$ cat src/verilog/sps_pkg.sv
package sps_pkg;
  // Frame and bus geometry
  localparam int MAX_BITS = 16;
  localparam int LEN_W    = 4;
  localparam int ADDR_W   = 8;
  localparam int STAT_W   = 4;

  // Register offsets, shared by both ends
  localparam logic [ADDR_W-1:0] OFS_CTRL = 8'h00;
  localparam logic [ADDR_W-1:0] OFS_STAT = 8'h04;
  localparam logic [ADDR_W-1:0] OFS_MASK = 8'h08;
  localparam logic [ADDR_W-1:0] OFS_TX   = 8'h0C;
  localparam logic [ADDR_W-1:0] OFS_RX   = 8'h10;

  // Control fields
  localparam int         CTL_CPOL    = 0;
  localparam int         CTL_CPHA    = 1;
  localparam int         CTL_LEN_LSB = 4;
  localparam logic [7:0] CTRL_WMASK  = 8'hF3;
  localparam logic [7:0] CTRL_RST    = 8'h70;

  // Device status bits
  localparam int ST_TXFILL = 0;
  localparam int ST_TCF    = 1;
  localparam int ST_RXFULL = 2;
  localparam int ST_UF     = 3;
  // Controller status bits
  localparam int ST_BUSY   = 0;
  localparam int ST_DONE   = 1;

  localparam logic [STAT_W-1:0] MASK_RST  = 4'h0;
  localparam logic              DUMMY_BIT = 1'h1;

  // Timing
  localparam int CLK_PERIOD_NS = 50;
  localparam int GAP_NS        = 32;
  localparam int GAP_CYC_RAW   = (GAP_NS + CLK_PERIOD_NS - 1) / CLK_PERIOD_NS;
  localparam int GAP_CYC       = (GAP_CYC_RAW < 1) ? 1 : GAP_CYC_RAW;
  localparam int SCK_HALF_CYC  = 8;
  localparam int TMR_W         = 8;

  typedef enum logic [1:0] {
    HS_IDLE = 2'h0,
    HS_SEL  = 2'h1,
    HS_CLK  = 2'h3,
    HS_GAP  = 2'h2
  } sps_hstate_e;
endpackage

$ cat src/verilog/sps_link_if.sv
`timescale 1ns/1ps
`default_nettype none
interface sps_link_if;
  logic sclk;     // Serial clock from controller
  logic ssN;      // Select, active low
  logic mosi;     // Controller to device data
  logic miso;     // Device to controller data
  logic misoOe;   // Device drives miso
  logic misoLine; // Resolved miso wire

  // Pull-up when the device lets go of the line
  assign misoLine = misoOe ? miso : 1'b1;

  modport dev  (input sclk, input ssN, input mosi, output miso, output misoOe);
  modport host (output sclk, output ssN, output mosi, input misoLine);
endinterface
`default_nettype wire

$ cat src/verilog/sps_dev_end.sv
// Functional notes
// - Device only answers master-started transfers
// - Polarity, phase, frame size match master
// - Flag underflow when clocked after drain
// - Master idles select between transfers
// - Master clocks slower than device services
// - Fill flag and receive pop register
// - Master sends frames of 1 to 16 bits
// - Frame start loads entry or dummy
`timescale 1ns/1ps
`default_nettype none
module sps_dev_end
  import sps_pkg::*;
#(
  parameter int DW = MAX_BITS // Widest frame
) (
  input  wire logic              core_clk, // Module clock
  input  wire logic              resetn,   // Async reset, active low
  input  wire logic              psel,     // APB select
  input  wire logic              penable,  // APB enable
  input  wire logic              pwrite,   // APB direction
  input  wire logic [ADDR_W-1:0] paddr,    // APB byte address
  input  wire logic [31:0]       pwdata,   // APB write data
  output logic      [31:0]       prdata,   // APB read data
  output logic                   pready,   // APB ready
  output logic                   pslverr,  // APB error
  output logic                   irq,      // Level interrupt
  sps_link_if.dev                link      // Serial link
);
  logic [2:0]        lnkS;
  logic              ssPrevQ, ssPrevD, sckPrevQ, sckPrevD;
  logic [7:0]        ctrlQ, ctrlD;
  logic [STAT_W-1:0] maskQ, maskD, statV;
  logic              tcfQ, tcfD, ufQ, ufD, rxFullQ, rxFullD;
  logic              dummyQ, dummyD;
  logic [DW-1:0]     txqQ, txqD, txShQ, txShD, rxShQ, rxShD, rxQ, rxD;
  logic [DW-1:0]     loadWord, srcWord;
  logic              txqValidQ, txqValidD;
  logic              misoQ, misoD, misoOeQ, misoOeD;
  logic [LEN_W-1:0]  bitCntQ, bitCntD, frmLen;
  logic [31:0]       prdataD;
  logic              preadyD, pslverrD, irqD;
  logic              access, xfer, mapped, rdStat;
  logic              sel, cpol, cpha, edgeSeen, lead, trail;
  logic              sampleE, shiftE, lastBit, load;

  // Pins cross into the module clock before any logic looks at them
  sps_sync #(.W(3), .INIT(3'b100)) u_sync (
    .clk    (core_clk),
    .resetn (resetn),
    .din    ({link.ssN, link.sclk, link.mosi}),
    .dout   (lnkS)
  );

  always_comb begin
    cpol   = ctrlQ[CTL_CPOL];
    cpha   = ctrlQ[CTL_CPHA];
    frmLen = ctrlQ[CTL_LEN_LSB +: LEN_W];

    // Link edge decode
    sel      = !lnkS[2];
    edgeSeen = sel && !ssPrevQ && (lnkS[1] != sckPrevQ);
    lead     = edgeSeen && (lnkS[1] != cpol);
    trail    = edgeSeen && (lnkS[1] == cpol);
    sampleE  = cpha ? trail : lead;
    shiftE   = cpha ? lead : trail;
    lastBit  = sampleE && (bitCntQ == frmLen);
    // Reload at select or back to back while select stays low
    load     = (sel && ssPrevQ) || lastBit;
    srcWord  = txqValidQ ? txqQ : {DW{DUMMY_BIT}};
    loadWord = srcWord << (LEN_W'(DW - 1) - frmLen);

    // Status view
    statV            = '0;
    statV[ST_TXFILL] = !txqValidQ;
    statV[ST_TCF]    = tcfQ;
    statV[ST_RXFULL] = rxFullQ;
    statV[ST_UF]     = ufQ;

    // APB slave: one wait state, effects at the edge that sees pready
    access   = psel && penable && !pready;
    xfer     = psel && penable && pready;
    mapped   = (paddr == OFS_CTRL) || (paddr == OFS_STAT) || (paddr == OFS_MASK) ||
               (paddr == OFS_TX) || (paddr == OFS_RX);
    preadyD  = access;
    pslverrD = access && !mapped;
    prdataD  = '0;
    if (access && !pwrite) begin
      case (paddr)
        OFS_CTRL: prdataD = {24'h0, ctrlQ};
        OFS_STAT: prdataD = {{(32 - STAT_W){1'b0}}, statV};
        OFS_MASK: prdataD = {{(32 - STAT_W){1'b0}}, maskQ};
        OFS_RX:   prdataD = {{(32 - DW){1'b0}}, rxQ};
        default:  prdataD = '0;
      endcase
    end
    rdStat = xfer && !pwrite && (paddr == OFS_STAT);

    // Hold by default; clears come first so that a set in this cycle wins
    ssPrevD   = lnkS[2];
    sckPrevD  = lnkS[1];
    ctrlD     = ctrlQ;
    maskD     = maskQ;
    tcfD      = tcfQ && !(rdStat && prdata[ST_TCF]);
    ufD       = ufQ && !(rdStat && prdata[ST_UF]);
    rxFullD   = rxFullQ && !(xfer && !pwrite && paddr == OFS_RX);
    dummyD    = dummyQ;
    txqD      = txqQ;
    txqValidD = txqValidQ;
    txShD     = txShQ;
    rxShD     = rxShQ;
    rxD       = rxQ;
    bitCntD   = bitCntQ;
    misoD     = misoQ;
    misoOeD   = sel;

    if (xfer && pwrite && paddr == OFS_CTRL) begin
      ctrlD = pwdata[7:0] & CTRL_WMASK;
    end
    if (xfer && pwrite && paddr == OFS_MASK) begin
      maskD = pwdata[STAT_W-1:0];
    end

    // Clocking only while selected; load starts a frame at select or on the last sample
    if (sampleE) begin
      rxShD   = {rxShQ[DW-2:0], lnkS[0]};
      bitCntD = bitCntQ + 1'b1;
      if (dummyQ) begin
        ufD = 1'b1;
      end
    end
    if (lastBit) begin
      rxD     = {rxShQ[DW-2:0], lnkS[0]};
      rxFullD = 1'b1;
      tcfD    = 1'b1;
    end
    if (load) begin
      txShD     = loadWord;
      rxShD     = '0;
      bitCntD   = '0;
      txqValidD = 1'b0;
      dummyD    = !txqValidQ;
      if (!cpha) begin
        misoD = loadWord[DW-1];
      end
    end else if (shiftE && (cpha || bitCntQ != '0)) begin
      // Phase 0 skips the trailing edge after the last sample
      misoD = cpha ? txShQ[DW-1] : txShQ[DW-2];
      txShD = txShQ << 1;
    end

    // A push to a full queue is dropped; software polls the fill flag
    if (xfer && pwrite && paddr == OFS_TX && !txqValidD) begin
      txqD      = pwdata[DW-1:0];
      txqValidD = 1'b1;
    end

    irqD = |(statV & maskQ);
  end

  always_ff @(posedge core_clk or negedge resetn) begin
    if (!resetn) begin
      ssPrevQ   <= 1'b1;
      sckPrevQ  <= 1'b0;
      ctrlQ     <= CTRL_RST;
      maskQ     <= MASK_RST;
      tcfQ      <= 1'b0;
      ufQ       <= 1'b0;
      rxFullQ   <= 1'b0;
      dummyQ    <= 1'b0;
      txqQ      <= '0;
      txqValidQ <= 1'b0;
      txShQ     <= '0;
      rxShQ     <= '0;
      rxQ       <= '0;
      bitCntQ   <= '0;
      misoQ     <= 1'b0;
      misoOeQ   <= 1'b0;
      prdata    <= '0;
      pready    <= 1'b0;
      pslverr   <= 1'b0;
      irq       <= 1'b0;
    end else begin
      ssPrevQ   <= ssPrevD;
      sckPrevQ  <= sckPrevD;
      ctrlQ     <= ctrlD;
      maskQ     <= maskD;
      tcfQ      <= tcfD;
      ufQ       <= ufD;
      rxFullQ   <= rxFullD;
      dummyQ    <= dummyD;
      txqQ      <= txqD;
      txqValidQ <= txqValidD;
      txShQ     <= txShD;
      rxShQ     <= rxShD;
      rxQ       <= rxD;
      bitCntQ   <= bitCntD;
      misoQ     <= misoD;
      misoOeQ   <= misoOeD;
      prdata    <= prdataD;
      pready    <= preadyD;
      pslverr   <= pslverrD;
      irq       <= irqD;
    end
  end

  // Data line held while deselected, enable dropped
  assign link.miso   = misoQ;
  assign link.misoOe = misoOeQ;
endmodule
`default_nettype wire

$ cat src/verilog/sps_sync.sv
`timescale 1ns/1ps
`default_nettype none
module sps_sync #(
  parameter int           W    = 1,
  parameter logic [W-1:0] INIT = '0
) (
  input  wire logic         clk,    // Sampling clock
  input  wire logic         resetn, // Async reset, active low
  input  wire logic [W-1:0] din,    // Asynchronous inputs
  output logic      [W-1:0] dout    // Synchronised outputs
);
  logic [W-1:0] metaQ;

  always_ff @(posedge clk or negedge resetn) begin
    if (!resetn) begin
      metaQ <= INIT;
      dout  <= INIT;
    end else begin
      metaQ <= din;
      dout  <= metaQ;
    end
  end
endmodule
`default_nettype wire

$ cat src/flat_wrapper.sv
// flat-port wrapper written by rule: the top's interface ports become plain ports
module sps_dev_end_flat import sps_pkg::*;
#(
  parameter int DW = MAX_BITS                
)
  (core_clk, resetn, psel, penable, pwrite, paddr, pwdata, prdata, pready, pslverr, irq, link_sclk, link_ssN, link_mosi, link_miso, link_misoOe);
  sps_link_if link_i ();
  input  wire logic core_clk;
  input  wire logic resetn;
  input  wire logic psel;
  input  wire logic penable;
  input  wire logic pwrite;
  input  wire logic [ADDR_W-1:0] paddr;
  input  wire logic [31:0] pwdata;
  output logic      [31:0] prdata;
  output logic pready;
  output logic pslverr;
  output logic irq;
  input wire logic [$bits(link_i.sclk)-1:0] link_sclk;
  input wire logic [$bits(link_i.ssN)-1:0] link_ssN;
  input wire logic [$bits(link_i.mosi)-1:0] link_mosi;
  output wire logic [$bits(link_i.miso)-1:0] link_miso;
  output wire logic [$bits(link_i.misoOe)-1:0] link_misoOe;
  assign link_i.sclk = link_sclk;
  assign link_i.ssN = link_ssN;
  assign link_i.mosi = link_mosi;
  assign link_miso = link_i.miso;
  assign link_misoOe = link_i.misoOe;
  sps_dev_end #(.DW(DW)) u_core (.core_clk(core_clk), .resetn(resetn), .psel(psel), .penable(penable), .pwrite(pwrite), .paddr(paddr), .pwdata(pwdata), .prdata(prdata), .pready(pready), .pslverr(pslverr), .irq(irq), .link(link_i));
endmodule
$ cat config.mk
export PLATFORM = sky130hd
export DESIGN_NAME = sps_dev_end_flat
export DESIGN_NICKNAME = d
export VERILOG_FILES = /design/src/verilog/sps_pkg.sv /design/src/verilog/sps_link_if.sv /design/src/verilog/sps_dev_end.sv /design/src/verilog/sps_sync.sv /design/src/flat_wrapper.sv
export SDC_FILE = /design/constraint.sdc
export NUM_CORES = 1
export LEC_CHECK = 0
export ABC_AREA = 1
export BUFFER_PORTS_ARGS = -buffer_cell sky130_fd_sc_hd__buf_4
export CORE_MARGIN = 1.5
export CORE_UTILIZATION = 45
export CTS_BUF_LIST = sky130_fd_sc_hd__clkbuf_2
export CTS_CLUSTER_SIZE = 24
export DETAILED_ROUTE_END_ITERATION = 10
export PLACE_DENSITY = 0.65
export SKIP_CTS_REPAIR_TIMING = 1
export SLEW_MARGIN = 10
export SYNTH_ARGS = -nofsm -noshare
export SYNTH_HDL_FRONTEND = slang
export SYNTH_SLANG_ARGS = --single-unit
$ cat constraint.sdc
create_clock -name core_clk -period 3.8 [get_ports core_clk]
set_input_delay 0.19 -clock core_clk [delete_from_list [all_inputs] [get_ports core_clk]]
set_output_delay 0.19 -clock core_clk [all_outputs]
set_load 0.02 [all_outputs]
* Word-level counts from Yosys, hierarchy flattened
Index checks and enable logic that the tools add are counted.
** Operators by class
- $add $sub $neg :: 2
- Eq/ne operators :: 9
- Shift-type cells :: 1
- Mux-type cells :: 21
- Bitwise operators :: 1
- Reductions and logical operators :: 47
** Operators by type and width (number)
- 16-bit 2-to-1 mux :: 4
- 16-bit one-hot mux with 4 select lines :: 1
- 15-bit 2-to-1 mux :: 2
- 1-bit logical AND :: 25
- 8-bit by 4-bit equality test with 1-bit output, second input constant :: 2
- 16-bit by 4-bit << shifter with 16-bit output :: 1
- 1-bit 2-to-1 mux :: 12
- 1-bit zero test :: 10
- 8-bit by 3-bit equality test with 1-bit output, second input constant :: 1
- 8-bit by 5-bit equality test with 1-bit output, second input constant :: 1
- 8-bit zero test :: 1
- 4-bit 2-to-1 mux :: 2
- 1-bit logical OR :: 6
- 4-bit by 1-bit adder with 4-bit output, second input constant :: 1
- 4-bit bitwise AND :: 1
- 4-bit equality test :: 1
- 2-bit nonzero test :: 2
- 4-bit nonzero test :: 1
- 4-bit OR reduction :: 1
- 4-bit subtractor, first input constant :: 1
- 1-bit inequality test :: 2
- 2-bit inequality test, second input constant :: 1
- 2-bit AND reduction :: 1
- 1-bit equality test :: 1
** Word-level totals
- Register bits :: 127
- Input port bits :: 48
- Output and inout bits :: 37
- Word-level logic and storage cells :: 103

* Depth between registers and ports, before layout
- Depth in word-level cells :: 11
- Depth in mapped cells :: 12
- Mapped depth without buffers :: 11

* Modules after synthesis
From an unflattened synthesis, not the netlist that was laid out.
** Unflattened totals
- Cells, all modules :: 691
- Area, all modules :: 5507.8 um^2
** By module, submodules not included
- sps_dev_end :: times used 1, cells each 685, area each 5355.1 um^2, seq. area each 2632.5 um^2
- sps_sync :: times used 1, cells each 6, area each 152.6 um^2, seq. area each 152.6 um^2

* Worst setup path before layout
OpenSTA, ideal clock, no wires.
- Path type :: reg2reg
- Start :: reg u_core.ctrlQ[6]
- End :: reg u_core.txqQ[4]
- Library setup time :: 0.117 ns
- Arrival :: 1.580 ns
- Data required time :: 3.683 ns
- Setup slack :: 2.103 ns
- Cell stages (with the launch flop) :: 12
- Buffers on the path :: 2
- Period minus slack after synthesis :: 1.697 ns
- Cells stage by stage :: dfstp_2 > buf_2 > inv_2 > nand2_1 > nand4_1 > nor2_2 > nand3_4 > nand3_4 > nand2_4 > buf_6 > nand2_1 > o21ai_2
** On the way
- Word-level cells in the longest chain between the ends :: 6
** RTL lines
- start: declaration :: line sps_dev_end.sv:32 : logic [7:0] ctrlQ, ctrlD;
- start signal: assignment :: line sps_dev_end.sv:186 : ctrlQ <= ctrlD;
- 4-bit equality test :: line sps_dev_end.sv:67 : lastBit = sampleE && (bitCntQ == frmLen);
- 1-bit logical AND :: line sps_dev_end.sv:67
- 1-bit logical OR :: line sps_dev_end.sv:69 : load = (sel && ssPrevQ) || lastBit;
- 1-bit 2-to-1 mux :: line sps_dev_end.sv:137 : if (load) begin
- 1-bit zero test :: line sps_dev_end.sv:153 : if (xfer && pwrite && paddr == OFS_TX && !txqValidD) begin
- 1-bit logical AND :: line sps_dev_end.sv:153
- end signal: assignment :: line sps_dev_end.sv:192 : txqQ <= txqD;
- end: declaration :: line sps_dev_end.sv:36 : logic [DW-1:0] txqQ, txqD, txShQ, txShD, rxShQ, rxShD, rxQ, rxD;
No other way between the ends.
A chain may end at the register's enable or synchronous reset.

* Worst setup path in the final report
- Start :: reg u_core.ctrlQ[6]
- End :: reg u_core.txqQ[12]
Same word-level chain as after synthesis.

==> results.md <==
- Setup CP Type: flip-flop to flip-flop
- Total number of vias: 4705
- Crit-path max FO: 38
- Share of post-route cells with drive strength above 1: 0.147
- # setup viols final: 0
- # fillers: 1155
- Antenna diodes: 0
- ANT nets after route: 0
- Commonest cells post-synth: nand2_1, dfrtp_1, nand3_1, inv_1, o21ai_0
- Worst Tran Pin Value: 0.800 ns
- CTS buffer count: 9
- Vias per inst: 5.02
- Multi-input logic area: 2320 um2
- HPWL Detailed: 8660 um
- Vias in the first global route: 4339
- Synth Instances: 697
- Final Cycle Share: 0.717
- CTS tree: yes
- Die W: 115 um
- H-tree levels: 3
- Max Slew Vio Count: 0
- Overall Global Routing Usage: 0.201
- Max-cap violations: 0
- Die ar.: 13200 um2
- Initial antenna violation count: 0
- Wire length of the first global-routing pass: 20700 um
- Port Buf Inserts: 52
- Final Hold Viols: 0
- WP data required: 4.37 ns
- Sequential area share after synthesis: 0.494
- GRT overflow: 0
- Area Overhead vs Synth: 14.3%
- Placer congestion estimate: 0.864
- HP Class: input pin to flip-flop
- IO Pins: 85
- Synth Flop Type: dfrtp_1
- Tmin final: 2.73 ns
- Worst vdd ir: 0.138 mV
- 1st-pass router iterations: 5
- Largest net degree at the start of global routing: 59
- Worst Setup SP: u_core.ctrlQ[6]$_DFFE_PN1P_
- Placed cell areas: 6020 um2
- Post-synthesis instance area: 5640 um2
- Cell taking the most area after synthesis: dfrtp_1
- Nets: 814
- Design area: 6440 um2
- CP Capture Type: flip-flop
- PD cells: 316 nW/um2
- Slew HR: 0.466
- Async set-reset flop share out of synthesis: 1.00
- Drc violations: 0
- Status: finished clean
- Count leader, synth: nand2_1
- Avg Cell Area, Syn: 8.09 um2
- Clk pin slew, worst setup/hold paths: 0.26 ns
- Top cells by area, synth: dfrtp_1, nand2_1, nand3_1
- CTS max path bufs: 2
- Setup TNS: 0 ns
- DIE HEIGHT: 115 um
- Initial drt markers: 287
- Yosys top cell area share: 0.466
- Max Clock Skew: 0.0288 ns
- Library cells used by synthesis: 38
- CTS sink cnt: 111
- Pre-CTS WS: 1.38 ns
- Synthesized flop and latch total: 111
- Fmax: 0.367 GHz
- RSZ-0062 raised after global routing: false
- Total power: 2.03 mW
- Lkg Pwr: 3.02 nW
- CP arrival: 3.29 ns
- Worst skew pair latency: 0.61 ns
- CP Launch Type: flip-flop
- Worst Min Path Start: psel
- Final WL: 12500 um
- Root Buffer: clkbuf_2
- FF+latch area: 2790 um2
- Setup ws final: 1.07 ns
- EDFF count, synth: 0
- Initial Utilization: 0.465
- FF-to-FF Start: u_core.ctrlQ[6]$_DFFE_PN1P_
- Synthesis Warnings: 0
- FP Rows: 40
- Core Region: 12100 um2
- Post-DR wirelength/cell: 13.4 um
## power by group
part	total [mW]	switching (mW)	internal [mW]
clock	0.580	0.367	0.213
sequential	1.24	0.0193	1.22
combinational	0.212	0.134	0.0782
## stage by stage
step | std cells | util | hold slack [ns]
6_report | 937 | 0.532 | 0.101
3_5_place_dp | 892 | 0.497 | 0.296
3_3_place_gp | 892 | 0.497 | 0.289
4_1_cts | 908 | 0.508 | -0.424
2_1_floorplan | 712 | - | -0.106
5_1_grt | 937 | 0.532 | 0.0563
## worst max-delay path, stage by stage, from the launching register on
cell and delay (ns):
dfstp_2 0.84, inv_2 0.22, nand2_1 0.10, nand4_1 0.10, nor2_2 0.14, nand3_4 0.09, buf_4 0.26, nand3_4 0.17
nand3_1 0.09, dlygate4sd3_1 0.58, nand2_1 0.07
## worst paths after layout
kind / to / slack (ns) / cells past startpoint
min in group asynchronous: u_core.pready$_DFF_PN0_ / 0.13 / 2
setup / recovery: u_core.txqQ[12]$_DFFE_PN0P_ / 1.07 / 10
setup reg to reg: u_core.txqQ[12]$_DFFE_PN0P_ / 1.07 / 10
hold / removal: u_core.txqValidQ$_DFF_PN0_ / 0.10 / 5
hold reg to reg: u_core.u_sync.dout[2]$_DFF_PN1_ / 0.38 / 0
max in group asynchronous: u_core.ctrlQ[5]$_DFFE_PN1P_ / 2.76 / 3
## final cells by class
class                      instances  area share
sequential                       111       0.432
multi-input combinational        480       0.360
timing repair buffer              85       0.110
inverter                          77      0.0449
tap                              168      0.0326
clock inverter                     6      0.0119
clock buffer                      10     0.00777
## cells by family (layout without fill, tap and decap cells)
group | count (synthesis) | after routing | share of synthesized area
xor gates and xnor gates | 2 | 2 | 0.00311
DFF | 111 | 111 | 0.494
and+or+nand+nor | 363 | 363 | 0.287
AOI/OAI and AO/OA | 97 | 97 | 0.106
other | 1 | 16 | 0.000665
buffers and inverters | 121 | 178 | 0.105
adders and majority gates | 2 | 2 | 0.00444
## metal layers
metal,GRT usage,vias up,part of all wire
met5,0,-,0
met4,0.0831,0,0.024
met3,0.0300,28,0.038
met2,0.338,107,0.48
met1,0.262,2217,0.46
li1,-,2353,-
## flip-flops by register name, indices dropped and copies added (netlist names), 3 cells and up
| register | cells |
|---|---|
| u_core.bitCntQ | 4 |
| u_core.txShQ | 16 |
| u_core.rxShQ | 15 |
| u_core.prdata | 16 |
| u_core.u_sync.dout | 3 |
| u_core.rxQ | 16 |
| u_core.u_sync.metaQ | 3 |
| u_core.maskQ | 4 |
| u_core.ctrlQ | 6 |
| u_core.txqQ | 16 |
## cells in the final DEF, fill, tap and decap left out, types with 2 or more instances in the layout
cell type      instances
nor2_2                 4
bufinv_16              2
nand2_2                3
xnor2_1                2
dlygate4sd3_1         29
nand3_2                2
dfstp_2                6
buf_4                 56
clkinv_1               4
o31ai_1                7
a31oi_1                2
o21ai_1                8
inv_1                 70
o31ai_2                7
nand3_1               99
conb_1                16
nor2_1                40
o21ai_0               48
o21ai_2                9
dfrtp_1              105
nand2_4                2
ha_1                   2
nand4_1                7
a21oi_1               13
inv_2                  6
nand2_1              194
nand3_4                2
clkbuf_2              10
nor3_1                 5
Power figures use the tool's default switching activity.
